===== src/smsel_regs.svh =====
`ifndef SMSEL_REGS_SVH
`define SMSEL_REGS_SVH

// register byte offsets
`define SMSEL_OFS_TX_MODE   8'h00
`define SMSEL_OFS_RX_MODE   8'h04
`define SMSEL_OFS_OPTIONS   8'h08
`define SMSEL_OFS_STATUS    8'h0C
`define SMSEL_OFS_TX_CHG    8'h10
`define SMSEL_OFS_RX_CHG    8'h14

// scrambler mode codes
`define SMSEL_MODE_AUTO     3'h0
`define SMSEL_MODE_S308     3'h1
`define SMSEL_MODE_S309     3'h2
`define SMSEL_MODE_V35      3'h3
`define SMSEL_MODE_SAT      3'h4
`define SMSEL_MODE_ALT_V35  3'h5
`define SMSEL_MODE_ALT_SAT  3'h6
`define SMSEL_MODE_TURBO    3'h7
`define SMSEL_MODE_RESET    3'h0

// options fields: rx group sits at tx position plus 8
`define SMSEL_OPT_TURBO     0
`define SMSEL_OPT_MUX       1
`define SMSEL_OPT_RS        2
`define SMSEL_OPT_AUTO309   3
`define SMSEL_OPT_RX_BASE   8
`define SMSEL_OPT_RESET     32'h0000_0000

// status fields
`define SMSEL_ST_TX_KIND    0
`define SMSEL_ST_TX_INV     3
`define SMSEL_ST_RX_KIND    8
`define SMSEL_ST_RX_INV     11
`define SMSEL_ST_HAS_TURBO  16
`define SMSEL_ST_HAS_MUX    17
`define SMSEL_ST_HAS_RS     18

`endif


===== src/smsel_pkg.sv =====
package smsel_pkg;
    typedef logic [2:0] smsel_mode_t;
    typedef enum logic [2:0] {
        SMSEL_K_SELF_SAT,
        SMSEL_K_SELF_V35,
        SMSEL_K_MUX_SYNC,
        SMSEL_K_RS_SYNC,
        SMSEL_K_TURBO_SYNC
    } smsel_kind_e;
endpackage


===== src/smsel_sel_if.sv =====
interface smsel_sel_if;
    import smsel_pkg::*;
    smsel_mode_t mode;
    logic        auto_309;
    logic        turbo_on;
    logic        mux_on;
    logic        rs_on;
    smsel_kind_e kind;
    logic        invert;
    modport owner (output mode, auto_309, turbo_on, mux_on, rs_on, input kind, invert);
    modport resolver (input mode, auto_309, turbo_on, mux_on, rs_on, output kind, invert);
endinterface


===== src/smsel_resolve.sv =====
`include "smsel_regs.svh"

module smsel_resolve
    import smsel_pkg::*;
(
    // one link direction
    smsel_sel_if.resolver sel
);
    smsel_mode_t eff_mode;

    always_comb
    begin
        eff_mode = sel.mode;
        if (sel.mode == `SMSEL_MODE_AUTO)
        begin
            if (!sel.turbo_on)
                eff_mode = sel.auto_309 ? `SMSEL_MODE_S309 : `SMSEL_MODE_S308;
            else if (!sel.mux_on)
                eff_mode = `SMSEL_MODE_TURBO;
            else
                eff_mode = `SMSEL_MODE_S308;
        end
    end

    always_comb
    begin
        case (eff_mode)
            `SMSEL_MODE_S308:
            begin
                if (sel.mux_on)
                    sel.kind = SMSEL_K_MUX_SYNC;
                else if (sel.rs_on)
                    sel.kind = SMSEL_K_RS_SYNC;
                else
                    sel.kind = SMSEL_K_SELF_SAT;
            end
            `SMSEL_MODE_S309:
                sel.kind = sel.mux_on ? SMSEL_K_MUX_SYNC : SMSEL_K_SELF_SAT;
            `SMSEL_MODE_V35,
            `SMSEL_MODE_ALT_V35:
                sel.kind = SMSEL_K_SELF_V35;
            `SMSEL_MODE_SAT,
            `SMSEL_MODE_ALT_SAT:
                sel.kind = SMSEL_K_SELF_SAT;
            `SMSEL_MODE_TURBO:
                sel.kind = SMSEL_K_TURBO_SYNC;
            default:
                sel.kind = SMSEL_K_SELF_SAT;
        endcase
    end

    // inversion keys on the programmed mode, never on auto's choice
    assign sel.invert = (sel.mode == `SMSEL_MODE_ALT_V35) ||
                        (sel.mode == `SMSEL_MODE_ALT_SAT);

endmodule // smsel_resolve


===== src/smsel_top.sv =====
`include "smsel_regs.svh"

module smsel_top
    import smsel_pkg::*;
#(
    parameter bit HAS_TURBO = 1'b1,
    parameter bit HAS_MUX   = 1'b1,
    parameter bit HAS_RS    = 1'b1,
    parameter int CNT_W     = 16
)
(
    // clock and reset
    input  wire logic        clock,
    input  wire logic        resetn,
    // ahb-lite slave
    input  wire logic        hsel,
    input  wire logic [31:0] haddr,
    input  wire logic [1:0]  htrans,
    input  wire logic        hwrite,
    input  wire logic [2:0]  hsize,
    input  wire logic [31:0] hwdata,
    input  wire logic        hready,
    output logic      [31:0] hrdata,
    output logic             hreadyout,
    output logic             hresp,
    // transmit bit stream
    input  wire logic        tx_bit_valid,
    input  wire logic        tx_bit_in,
    output logic             tx_bit_valid_out,
    output logic             tx_bit_out,
    output logic      [2:0]  tx_scr_kind,
    output logic             tx_scr_invert,
    // receive bit stream
    input  wire logic        rx_bit_valid,
    input  wire logic        rx_bit_in,
    output logic             rx_bit_valid_out,
    output logic             rx_bit_out,
    output logic      [2:0]  rx_scr_kind,
    output logic             rx_scr_invert
);

    logic [1:0]       rst_sync_ff;
    logic             rst_n;

    logic             acc;
    logic             wr_pend_ff;
    logic             rd_wait_ff;
    logic [7:0]       addr_ff;
    logic [31:0]      hrdata_ff;
    logic [31:0]      nxt_hrdata;

    smsel_mode_t      tx_mode_ff;
    smsel_mode_t      rx_mode_ff;
    logic [31:0]      opt_ff;

    smsel_kind_e      tx_kind_ff;
    smsel_kind_e      rx_kind_ff;
    logic             tx_inv_ff;
    logic             rx_inv_ff;
    logic             tx_vld_ff;
    logic             rx_vld_ff;
    logic             tx_dat_ff;
    logic             rx_dat_ff;

    logic [CNT_W-1:0] tx_chg_ff;
    logic [CNT_W-1:0] rx_chg_ff;
    logic [CNT_W-1:0] nxt_tx_chg;
    logic [CNT_W-1:0] nxt_rx_chg;
    logic             tx_chg_ev;
    logic             rx_chg_ev;
    logic             tx_chg_clr;
    logic             rx_chg_clr;
    logic [31:0]      status;

    smsel_sel_if tx_sel ();
    smsel_sel_if rx_sel ();

    // reset release through two flops, assertion stays asynchronous
    always_ff @(posedge clock or negedge resetn)
    begin
        if (!resetn)
            rst_sync_ff <= 2'h0;
        else
            rst_sync_ff <= {rst_sync_ff[0], 1'b1};
    end

    assign rst_n = rst_sync_ff[1];

    // bus slave: writes take no wait, reads take one
    assign acc       = hsel && htrans[1] && hready;
    assign hreadyout = !rd_wait_ff;
    assign hresp     = 1'b0;
    assign hrdata    = hrdata_ff;

    always_ff @(posedge clock or negedge rst_n)
    begin
        if (!rst_n)
        begin
            wr_pend_ff <= 1'b0;
            rd_wait_ff <= 1'b0;
            addr_ff    <= 8'h00;
        end
        else
        begin
            wr_pend_ff <= acc && hwrite;
            rd_wait_ff <= acc && !hwrite;
            if (acc)
                addr_ff <= haddr[7:0];
        end
    end

    // read data is sampled one cycle late so a preceding write is seen
    always_comb
    begin
        case ({addr_ff[7:2], 2'h0})
            `SMSEL_OFS_TX_MODE: nxt_hrdata = {29'h0, tx_mode_ff};
            `SMSEL_OFS_RX_MODE: nxt_hrdata = {29'h0, rx_mode_ff};
            `SMSEL_OFS_OPTIONS: nxt_hrdata = opt_ff;
            `SMSEL_OFS_STATUS:  nxt_hrdata = status;
            `SMSEL_OFS_TX_CHG:  nxt_hrdata = 32'(tx_chg_ff);
            `SMSEL_OFS_RX_CHG:  nxt_hrdata = 32'(rx_chg_ff);
            default:            nxt_hrdata = 32'h0000_0000;
        endcase
    end

    always_ff @(posedge clock or negedge rst_n)
    begin
        if (!rst_n)
            hrdata_ff <= 32'h0000_0000;
        else if (rd_wait_ff)
            hrdata_ff <= nxt_hrdata;
    end

    // configuration registers, one mode per direction
    always_ff @(posedge clock or negedge rst_n)
    begin
        if (!rst_n)
        begin
            tx_mode_ff <= `SMSEL_MODE_RESET;
            rx_mode_ff <= `SMSEL_MODE_RESET;
            opt_ff     <= `SMSEL_OPT_RESET;
        end
        else if (wr_pend_ff)
        begin
            case ({addr_ff[7:2], 2'h0})
                `SMSEL_OFS_TX_MODE: tx_mode_ff <= hwdata[2:0];
                `SMSEL_OFS_RX_MODE: rx_mode_ff <= hwdata[2:0];
                `SMSEL_OFS_OPTIONS: opt_ff <= hwdata;
                default:            opt_ff <= opt_ff;
            endcase
        end
    end

    assign tx_chg_clr = wr_pend_ff && ({addr_ff[7:2], 2'h0} == `SMSEL_OFS_TX_CHG);
    assign rx_chg_clr = wr_pend_ff && ({addr_ff[7:2], 2'h0} == `SMSEL_OFS_RX_CHG);

    // an option not fitted reads back as written but never takes effect
    assign tx_sel.mode     = tx_mode_ff;
    assign tx_sel.auto_309 = opt_ff[`SMSEL_OPT_AUTO309];
    assign tx_sel.turbo_on = HAS_TURBO && opt_ff[`SMSEL_OPT_TURBO];
    assign tx_sel.mux_on   = HAS_MUX && opt_ff[`SMSEL_OPT_MUX];
    assign tx_sel.rs_on    = HAS_RS && opt_ff[`SMSEL_OPT_RS];

    assign rx_sel.mode     = rx_mode_ff;
    assign rx_sel.auto_309 = opt_ff[`SMSEL_OPT_RX_BASE + `SMSEL_OPT_AUTO309];
    assign rx_sel.turbo_on = HAS_TURBO && opt_ff[`SMSEL_OPT_RX_BASE + `SMSEL_OPT_TURBO];
    assign rx_sel.mux_on   = HAS_MUX && opt_ff[`SMSEL_OPT_RX_BASE + `SMSEL_OPT_MUX];
    assign rx_sel.rs_on    = HAS_RS && opt_ff[`SMSEL_OPT_RX_BASE + `SMSEL_OPT_RS];

    smsel_resolve u_tx_resolve
    (
        .sel (tx_sel)
    );

    smsel_resolve u_rx_resolve
    (
        .sel (rx_sel)
    );

    // selection only moves on a bit boundary so no bit straddles two scramblers
    always_ff @(posedge clock or negedge rst_n)
    begin
        if (!rst_n)
        begin
            tx_kind_ff <= SMSEL_K_SELF_SAT;
            tx_inv_ff  <= 1'b0;
            tx_vld_ff  <= 1'b0;
            tx_dat_ff  <= 1'b0;
        end
        else
        begin
            tx_vld_ff <= tx_bit_valid;
            if (tx_bit_valid)
            begin
                tx_kind_ff <= tx_sel.kind;
                tx_inv_ff  <= tx_sel.invert;
                tx_dat_ff  <= tx_bit_in ^ tx_sel.invert;
            end
        end
    end

    always_ff @(posedge clock or negedge rst_n)
    begin
        if (!rst_n)
        begin
            rx_kind_ff <= SMSEL_K_SELF_SAT;
            rx_inv_ff  <= 1'b0;
            rx_vld_ff  <= 1'b0;
            rx_dat_ff  <= 1'b0;
        end
        else
        begin
            rx_vld_ff <= rx_bit_valid;
            if (rx_bit_valid)
            begin
                rx_kind_ff <= rx_sel.kind;
                rx_inv_ff  <= rx_sel.invert;
                rx_dat_ff  <= rx_bit_in ^ rx_sel.invert;
            end
        end
    end

    // change counters: a change in the clearing cycle still counts
    assign tx_chg_ev = tx_bit_valid &&
                       ((tx_sel.kind != tx_kind_ff) || (tx_sel.invert != tx_inv_ff));
    assign rx_chg_ev = rx_bit_valid &&
                       ((rx_sel.kind != rx_kind_ff) || (rx_sel.invert != rx_inv_ff));

    always_comb
    begin
        nxt_tx_chg = tx_chg_clr ? '0 : tx_chg_ff;
        if (tx_chg_ev && (nxt_tx_chg != '1))
            nxt_tx_chg = nxt_tx_chg + 1'b1;
        nxt_rx_chg = rx_chg_clr ? '0 : rx_chg_ff;
        if (rx_chg_ev && (nxt_rx_chg != '1))
            nxt_rx_chg = nxt_rx_chg + 1'b1;
    end

    always_ff @(posedge clock or negedge rst_n)
    begin
        if (!rst_n)
        begin
            tx_chg_ff <= '0;
            rx_chg_ff <= '0;
        end
        else
        begin
            tx_chg_ff <= nxt_tx_chg;
            rx_chg_ff <= nxt_rx_chg;
        end
    end

    always_comb
    begin
        status = 32'h0000_0000;
        status[`SMSEL_ST_TX_KIND +: 3] = tx_kind_ff;
        status[`SMSEL_ST_TX_INV]       = tx_inv_ff;
        status[`SMSEL_ST_RX_KIND +: 3] = rx_kind_ff;
        status[`SMSEL_ST_RX_INV]       = rx_inv_ff;
        status[`SMSEL_ST_HAS_TURBO]    = HAS_TURBO;
        status[`SMSEL_ST_HAS_MUX]      = HAS_MUX;
        status[`SMSEL_ST_HAS_RS]       = HAS_RS;
    end

    assign tx_bit_valid_out = tx_vld_ff;
    assign tx_bit_out       = tx_dat_ff;
    assign tx_scr_kind      = tx_kind_ff;
    assign tx_scr_invert    = tx_inv_ff;
    assign rx_bit_valid_out = rx_vld_ff;
    assign rx_bit_out       = rx_dat_ff;
    assign rx_scr_kind      = rx_kind_ff;
    assign rx_scr_invert    = rx_inv_ff;

endmodule // smsel_top


===== config.mk =====
export PLATFORM = sky130hd
export DESIGN_NAME = smsel_top
export DESIGN_NICKNAME = d
export VERILOG_FILES = /design/src/smsel_pkg.sv /design/src/smsel_sel_if.sv /design/src/smsel_resolve.sv /design/src/smsel_top.sv
export VERILOG_INCLUDE_DIRS = /design/src
export SDC_FILE = /design/constraint.sdc
export NUM_CORES = 1
export LEC_CHECK = 0
export BUFFER_PORTS_ARGS = -buffer_cell sky130_fd_sc_hd__clkbuf_2
export CELL_PAD_IN_SITES_DETAIL_PLACEMENT = 1
export CELL_PAD_IN_SITES_GLOBAL_PLACEMENT = 1
export CORE_ASPECT_RATIO = 2
export CORE_MARGIN = 1
export CORE_UTILIZATION = 43
export DETAILED_ROUTE_END_ITERATION = 6
export PLACE_DENSITY = 0.84
export SLEW_MARGIN = 10
export SYNTH_ARGS = -nofsm -noshare
export SYNTH_HDL_FRONTEND = slang
export SYNTH_SLANG_ARGS = --single-unit

===== constraint.sdc =====
create_clock -name clock -period 4.3 [get_ports clock]
set_input_delay 0.645 -clock clock [delete_from_list [all_inputs] [get_ports clock]]
set_output_delay 0.645 -clock clock [all_outputs]
set_load 0.02 [all_outputs]

==> metrics.cfg, run 1 <==
[route]
drt_iter0_drc=282
avgViaCountPerCell=5.98
routed_wl_um=18600
vias=5224
post_drt_wl_per_cell_um=21.3
drc=0
drt_pass1_iterations=5
drtAntennaViolNets=0

[layout]
fin_nets=749
n_fill_cell=1563
drive_gt1_frac=0.306
num_antenna_cells=0
layout_commonest_cell=dfrtp_1
area_growth_pct=19.0
final_util=0.526
final_cell_mix=123 x dfrtp_1, 92 x clkbuf_2, 47 x nand2_1

[clocking]
cts_num_sinks=124
path_clk_slew_ns=0.06
worstSkewPairLatency_ns=0.42
clock_path_buffers=2
cts_setup_buffers=0
cts_buffers=17
cts.htree.levels=4
cts_root_buffer=clkbuf_16
cts_tree=yes

[power]
switching_share=0.337
pwr-share-comb=0.226
p_switching_mw=1.38
ir_drop_mv=0.320
p_clk_frac=0.358
seqPwrFrac=0.415
internal_power_mw=2.71
p_leak_nw=3.35
power.density_nw_per_um2=541

[logic_synthesis]
syn_inst=585
synth_seq_cells=124
syn-num-nets=665
synth-edff-count=0
ys_warn_count=0
syn_avg_cell_area_um2=10.8
yosysUniqueCellTypes=78
syn_area_um2=6350
synth_flop_cell=dfrtp_1
async_reset_ff_frac=1.00
ys_seq_area_frac=0.489

[critical_path]
cp_data_required_time_ns=4.60
crit_family=simple AND/OR/NAND/NOR gates
r2r_cells=10
slowest_delay_ns=0.54
critical_path.cell_chain=nor3_1 > nand4b_1 > and2_1 > ha_1 > and3_1 > and3_1 > a41oi_1 > buf_4 > a21boi_1 > mux2_1
endpoint_kind=flip-flop
crit_buf_inv=1
cp.arrival_ns=4.23
cp_slowest_cell=a41oi_1
setup.worst_path.start_class=flip-flop
cp.depth=10
cp_common_cell=and3_1
crit_fanout=9
path_class=reg -> reg

[hold_path]
holdPathStages=0
hold_path.class=reg -> reg

[floorplan]
ios=124
die_area_um2=15300
fp.dieH_um=174
die_w_um=87.9
start_util=0.442
num_rows=62
coreArea_um2=14400

[global_routing]
overflow=0
grt_pass1_vias=5829
grt_pass1_wl_um=30000
antenna_found_initial=0
grt_max_degree=56
grt_usage=0.259

[place]
io_buffers=92
gp_congestion=0.871
dpl.hpwl_um=13100

[timing]
clock.fmax_ghz=0.254
worst_pin_slew_ns=1.10
hold_violations=0
tns_ns=0
setup_viol_count_final=0
finalMaxSlewViolations=0
fin_skew_ns=0.00756
grt_setup_unrepaired=false
period_needed_ns=3.93
timing.final.crit_share=0.914
maxSlewHeadroom=0.261

[outcome]
status=finished, final reports clean

[flow_run]
maxCapViolCount=0

-- cell usage after synthesis, types with 7 or more instances --
cell       number  share of area
nand4_1        15          0.015
nor2_1         27          0.016
dfrtp_1       124           0.49
nand2b_1       15          0.015
a21oi_1        25          0.020
a31oi_1         9         0.0089
a221oi_1       10          0.014
o211ai_1        7         0.0083
mux2_2         45          0.080
o31ai_1         7         0.0083
o21ai_0        11         0.0087
nand2_1        47          0.028
clkbuf_1       17          0.010
buf_2          12         0.0095
nor3_1          8         0.0063
and3_1         10         0.0099
o2bb2ai_1       8          0.011
a22o_1         13          0.018
or4_1          10          0.012
a22oi_1         8         0.0095
inv_1          19          0.011
nand3_1        11         0.0087
mux2i_1        18          0.028
-- kinds of logic (layout without fill, tap and decap cells) --
kind of cell / Yosys count / in the layout / synth area share
DFF: 124 / 124 / 0.489
and+or+nand+nor: 186 / 186 / 0.170
xor gates and xnor gates: 11 / 11 / 0.0152
AOI/OAI and AO/OA: 134 / 134 / 0.162
adders and majority gates: 2 / 2 / 0.00394
other: 2 / 2 / 0.00118
muxes: 65 / 65 / 0.112
buffers and inverters: 61 / 158 / 0.0463
-- path summary, 6_finish.rpt --
check	from	endpoint	slack (ns)
setup / recovery	addr_ff[5]	rx_chg_ff[1]	0.37
hold / removal	rst_sync_ff[0]	rst_sync_ff[1]	0.35
setup reg to reg	addr_ff[5]	rx_chg_ff[1]	0.37
hold reg to reg	rst_sync_ff[0]	rst_sync_ff[1]	0.35
max in group asynchronous	rst_sync_ff[1]	hrdata[24]	2.91
min in group asynchronous	rst_sync_ff[1]	tx_bit_valid_out	0.38
-- state kept, by name (all words and copies together), names as in the netlist, 6 cells and up --
register and count:
hrdata 32, opt_ff 32, rx_chg_ff 16, tx_chg_ff 16, addr_ff 6
-- what timing repair did --
item                                   in CTS  in global routing
gates resized for setup                     0                  0
endpoints found under the hold margin       2                  0
hold buffers                                1                  0
-- per-layer routing --
metal	up-vias	wire length, um	GRT usage
li1	2328	-	-
met1	2668	6610	0.259
met2	166	10400	0.477
met3	62	645	0.0538
met4	0	921	0.143
met5	-	0	0
-- area by class of cell --
class | count | area (um^2) | area share
tap | 192 | 240 | 0.0318
multi-input combinational | 400 | 2950 | 0.391
inverter | 20 | 75.1 | 0.00994
clock inverter | 9 | 109 | 0.0144
sequential | 124 | 3110 | 0.411
clock buffer | 23 | 498 | 0.0659
timing repair buffer | 106 | 568 | 0.0752
-- power groups by stage --
stage | Combinational, mW | Sequential [mW] | Clock (mW)
after floorplan | 0.669 | 1.61 | 0
after global placement | 0.835 | 1.68 | 0
after detailed placement | 0.899 | 1.70 | 0
after CTS | 0.925 | 1.69 | 1.48
after global routing | 1.01 | 1.72 | 1.53
final | 0.923 | 1.70 | 1.46
-- worst reg2reg max path, delay by kind of cell (launching register included) --
family,cells,cell delay [ns]
AOI/OAI and AO/OA,2,0.84
adders and majority gates,1,0.21
muxes,1,0.35
and+or+nand+nor,5,1.75
DFF,1,0.39
buffers and inverters,1,0.27
-- metrics by stage --
step / worst slack, ns / instances / cell area (um^2) / total power, mW / hold slack, ns
2_1_floorplan: 0.590 / 585 / 6350 / 2.28 / 0.331
3_3_place_gp: 0.746 / 841 / 6930 / 2.52 / 0.337
3_5_place_dp: 0.555 / 841 / 6930 / 2.60 / 0.341
4_1_cts: 0.470 / 874 / 7550 / 4.09 / 0.354
5_1_grt: 0.171 / 874 / 7550 / 4.26 / 0.367
6_report: 0.370 / 874 / 7550 / 4.08 / 0.351
(Power assumes the default switching activity.)
==> run 2, diff against run 1 <==
- BUFFER_PORTS_ARGS: -buffer_cell sky130_fd_sc_hd__clkbuf_2 -> not set
- CORE_UTILIZATION: 43 -> 45
- DONT_BUFFER_PORTS: not set -> 1
- PLACE_DENSITY: 0.84 -> 0.77
==> metrics.cfg, run 2 (same netlist as run 1, synthesis figures left out) <==
[flow_run]
maxCapViolCount=0

[layout]
drive_gt1_frac=0.198
n_fill_cell=1494
area_growth_pct=10.7
ff_latch_area_um2=3110
final_cells=779
final_util=0.509
final_cell_mix=123 x dfrtp_1, 47 x nand2_1, 45 x mux2_2
num_antenna_cells=0
layout_commonest_cell=dfrtp_1
fin_nets=657
multi_input_area_um2=2950

[route]
drt_pass1_iterations=4
post_drt_wl_per_cell_um=21.8
wl_met3_um=785
vias=4749
drt-met1-wl_um=6020
avgViaCountPerCell=6.10
dr_wl_met2_um=9390
drtAntennaViolNets=0
routed_wl_um=17000
top_layer=met4
drc=0
drt_iter0_drc=182

[timing]
worst_pin_slew_ns=1.12
grt_setup_unrepaired=false
hold_violations=0
maxSlewHeadroom=0.251
finalMaxSlewViolations=0
setup_slack_ns=0.834
period_needed_ns=3.47
timing.final.crit_share=0.806
setup_viol_count_final=0
whs_ns=0.260
fin_skew_ns=0.0111
tns_ns=0
clock.fmax_ghz=0.289

[place]
dpl.hpwl_um=12000
gp_congestion=0.826
dp_slack_ns=0.932
io_buffers=0
dp_cells=746

[clocking]
cts_tree=yes
cts_root_buffer=clkbuf_16
path_clk_slew_ns=0.06
worstSkewPairLatency_ns=0.42
cts_buffers=17
cts_num_sinks=124
cts_setup_buffers=0
cts.htree.levels=4
clock_path_buffers=2

[floorplan]
die_area_um2=14600
fp.dieH_um=170
num_rows=61
coreArea_um2=13800
start_util=0.459
die_w_um=86.0
ios=124

[power]
power.density_nw_per_um2=547
pwr-share-comb=0.203
ir_drop_mv=0.303
internal_power_mw=2.51
seqPwrFrac=0.454
switching_share=0.347
p_switching_mw=1.33
p_leak_nw=2.92
p_clk_frac=0.343

[critical_path]
crit_fanout=30
cp_data_required_time_ns=4.59
path_class=reg -> reg
endpoint_kind=flip-flop
cp.arrival_ns=3.76
setup.worst_path.start_class=flip-flop

[global_routing]
overflow=0
antenna_found_initial=0
grt_usage=0.247
grt_pass1_vias=5339
grt_max_degree=43
grt_pass1_wl_um=27300

[outcome]
status=finished, final reports clean

[hold_path]
hold_path.class=in -> reg

==> run 2: changes by cell type in the layout (fill, tap and decap cells not counted) <==
cell / previous run / this run
clkinv_4: 0 / 2
clkbuf_8: 5 / 2
bufinv_16: 2 / 0
inv_6: 1 / 3
clkinv_2: 2 / 3
clkbuf_2: 92 / 0
==> run 2: routing by layer <==
layer  GRT usage  up-vias
met1       0.247     2418
met4       0.150        0
met3      0.0577       46
li1            -     2147
met2       0.451      138
met5           0        -
==> run 2: final cells by class <==
type,instances,area share
Clock buffer,20,0.0650
Clock inverter,12,0.0126
Inverter,20,0.0107
Multi-Input combinational cell,400,0.420
Sequential cell,124,0.442
Tap cell,189,0.0337
Timing Repair Buffer,14,0.0153
==> run 2: critical path, cell delays in order, from the launching register on <==
cell and delay (ns):
dfrtp_1 0.40, nor3_1 0.45, nand4b_1 0.16, buf_4 0.27, and2_1 0.22, ha_1 0.21, and3_1 0.22, and3_1 0.26
a41oi_1 0.24, buf_4 0.24, a21boi_1 0.29, mux2_1 0.38
==> run 2: stage by stage <==
step | area [um^2] | total power [mW]
2_1_floorplan | 6350 | 2.28
3_3_place_gp | 6470 | 2.46
3_5_place_dp | 6470 | 2.52
4_1_cts | 7030 | 3.87
5_1_grt | 7030 | 4.03
6_report | 7030 | 3.84
==> run 2: power groups by stage <==
stage / combinational (mW) / sequential (mW) / clock (mW)
finish: 0.781 / 1.74 / 1.32
global route: 0.862 / 1.78 / 1.39
CTS: 0.786 / 1.74 / 1.34
detailed placement: 0.771 / 1.75 / 0
global placement: 0.720 / 1.74 / 0
floorplan: 0.669 / 1.61 / 0
==> run 2: final timing paths <==
path / startpoint / endpoint / slack (ns) / cells after the start
min reg2reg: rst_sync_ff[1] / opt_ff[14] / 0.32 / 0
max reg2reg: addr_ff[5] / rx_chg_ff[1] / 0.83 / 11
max: addr_ff[5] / rx_chg_ff[1] / 0.83 / 11
min: rx_bit_valid / rx_bit_valid_out / 0.26 / 0
max in group asynchronous: rst_sync_ff[1] / rx_mode_ff[2] / 3.02 / 1
min in group asynchronous: rst_sync_ff[1] / opt_ff[14] / 0.32 / 0
==> run 2: repair_timing <==
action	4_1_cts	5_1_grt
endpoints found under the hold margin	2	0
hold buffers	1	0
resized for setup	0	0
==> run 3, diff against run 2 <==
- PLACE_DENSITY: 0.77 -> 0.8
- clock period: 4.3 -> 2.9 ns (I/O delays scaled with it)
==> metrics.cfg, run 3 (same netlist as run 1, synthesis figures left out) <==
[clocking]
cts_buffers=17
cts_root_buffer=clkbuf_16
path_clk_slew_ns=0.06
cts_tree=yes
cts.htree.levels=4
worstSkewPairLatency_ns=0.42
clock_path_buffers=2
cts_num_sinks=124

[critical_path]
setup.worst_path.start_class=flip-flop
critical_path.cell_chain=nor3_2 > nand4b_1 > and2_4 > ha_1 > and3_1 > and3_1 > a41oi_4 > buf_4 > nand4_1 > a21oi_2 > mux2i_1
cp_slowest_cell=dfrtp_1
path_class=reg -> reg
cp_data_required_time_ns=3.23
cp.arrival_ns=3.10
cp_common_cell=and3_1
crit_fanout=6
crit_buf_inv=1
slowest_delay_ns=0.39
endpoint_kind=flip-flop
crit_family=simple AND/OR/NAND/NOR gates

[timing]
hold_violations=0
worst_pin_slew_ns=0.643
timing.final.crit_share=0.955
period_needed_ns=2.77
maxSlewHeadroom=0.570
setup_slack_ns=0.130
fin_skew_ns=0.0105
clock.fmax_ghz=0.361
finalMaxSlewViolations=0
setup_viol_count_final=0

[floorplan]
ios=124
die_area_um2=14600
num_rows=61
coreArea_um2=13800
start_util=0.459
die_w_um=86.0
fp.dieH_um=170

[hold_path]
hold_path.class=in -> reg

[layout]
fin_nets=669
final_cells=791
layout_commonest_cell=dfrtp_1
area_growth_pct=13.6
multi_input_area_um2=3000
ff_latch_area_um2=3110
n_fill_cell=1453
final_util=0.522
final_cell_mix=122 x dfrtp_1, 47 x nand2_1, 45 x mux2_2
drive_gt1_frac=0.233
num_antenna_cells=0

[route]
avgViaCountPerCell=6.22
routed_wl_um=18000
drt_iter0_drc=260
drtAntennaViolNets=0
vias=4917
drt_pass1_iterations=6
post_drt_wl_per_cell_um=22.8
drc=0

[global_routing]
grt_pass1_vias=5438
grt_max_degree=50
grt_usage=0.259
overflow=0
antenna_found_initial=0
grt_pass1_wl_um=28600

[place]
gp_congestion=0.868
dp_slack_ns=0.0310
dp_cells=757
io_buffers=0
dpl.hpwl_um=12400

[power]
p_leak_nw=3.00
ir_drop_mv=0.530
power.density_nw_per_um2=814

[outcome]
status=finished, final reports clean

[flow_run]
maxCapViolCount=0

[run 3: path summary, 6_finish.rpt]
path                           startpoint                to  slack, ns  depth (start not counted)
min in group asynchronous          resetn    rst_sync_ff[1]       0.25                          1
setup / recovery               addr_ff[7]      rx_chg_ff[9]       0.13                         11
max in group asynchronous  rst_sync_ff[1]        hrdata[31]       1.71                          1
hold reg to reg            rst_sync_ff[1]  tx_bit_valid_out       0.33                          0
setup reg to reg               addr_ff[7]      rx_chg_ff[9]       0.13                         11
hold / removal               rx_bit_valid  rx_bit_valid_out       0.05                          0
[run 3: per-stage QoR]
step / hold WS [ns] / setup TNS, ns / power [mW] / area (um^2)
5_1_grt: 0.0346 / -0.000130 / 6.11 / 7210
3_5_place_dp: 0.139 / 0 / 3.78 / 6590
3_3_place_gp: 0.139 / 0 / 3.68 / 6590
2_1_floorplan: 0.139 / 0 / 3.39 / 6360
4_1_cts: 0.0365 / 0 / 5.86 / 7180
6_report: 0.0450 / 0 / 5.87 / 7210
[run 3: layout make-up]
cell class | count | area share
Sequential cell | 124 | 0.431
Multi-Input combinational cell | 400 | 0.416
Clock buffer | 17 | 0.0590
Tap cell | 189 | 0.0328
Timing Repair Buffer | 26 | 0.0314
Clock inverter | 15 | 0.0193
Inverter | 20 | 0.0104
[run 3: report_power, final]
| part | switching, mW | internal [mW] | total, mW |
|---|---|---|---|
| sequential | 0.546 | 2.04 | 2.59 |
| clock | 0.834 | 1.19 | 2.02 |
| combinational | 0.684 | 0.571 | 1.26 |
| total | 2.06 | 3.80 | 5.87 |
[run 3: routing by layer]
| metal | track usage | up-vias | share of wire |
|---|---|---|---|
| li1 | - | 2166 | - |
| met1 | 0.256 | 2495 | 0.34 |
| met2 | 0.482 | 202 | 0.57 |
| met3 | 0.0533 | 54 | 0.049 |
| met4 | 0.154 | 0 | 0.043 |
| met5 | 0 | - | 0 |
[run 3: what timing repair did]
item / in CTS / in global routing
gates cloned: 0 / 0
setup endpoints to repair: 8 / 17
pin swaps: 0 / 4
setup buffers: 0 / 1
hold buffers: 1 / 0
hold endpoints to repair: 2 / 0
gates resized for setup: 2 / 9
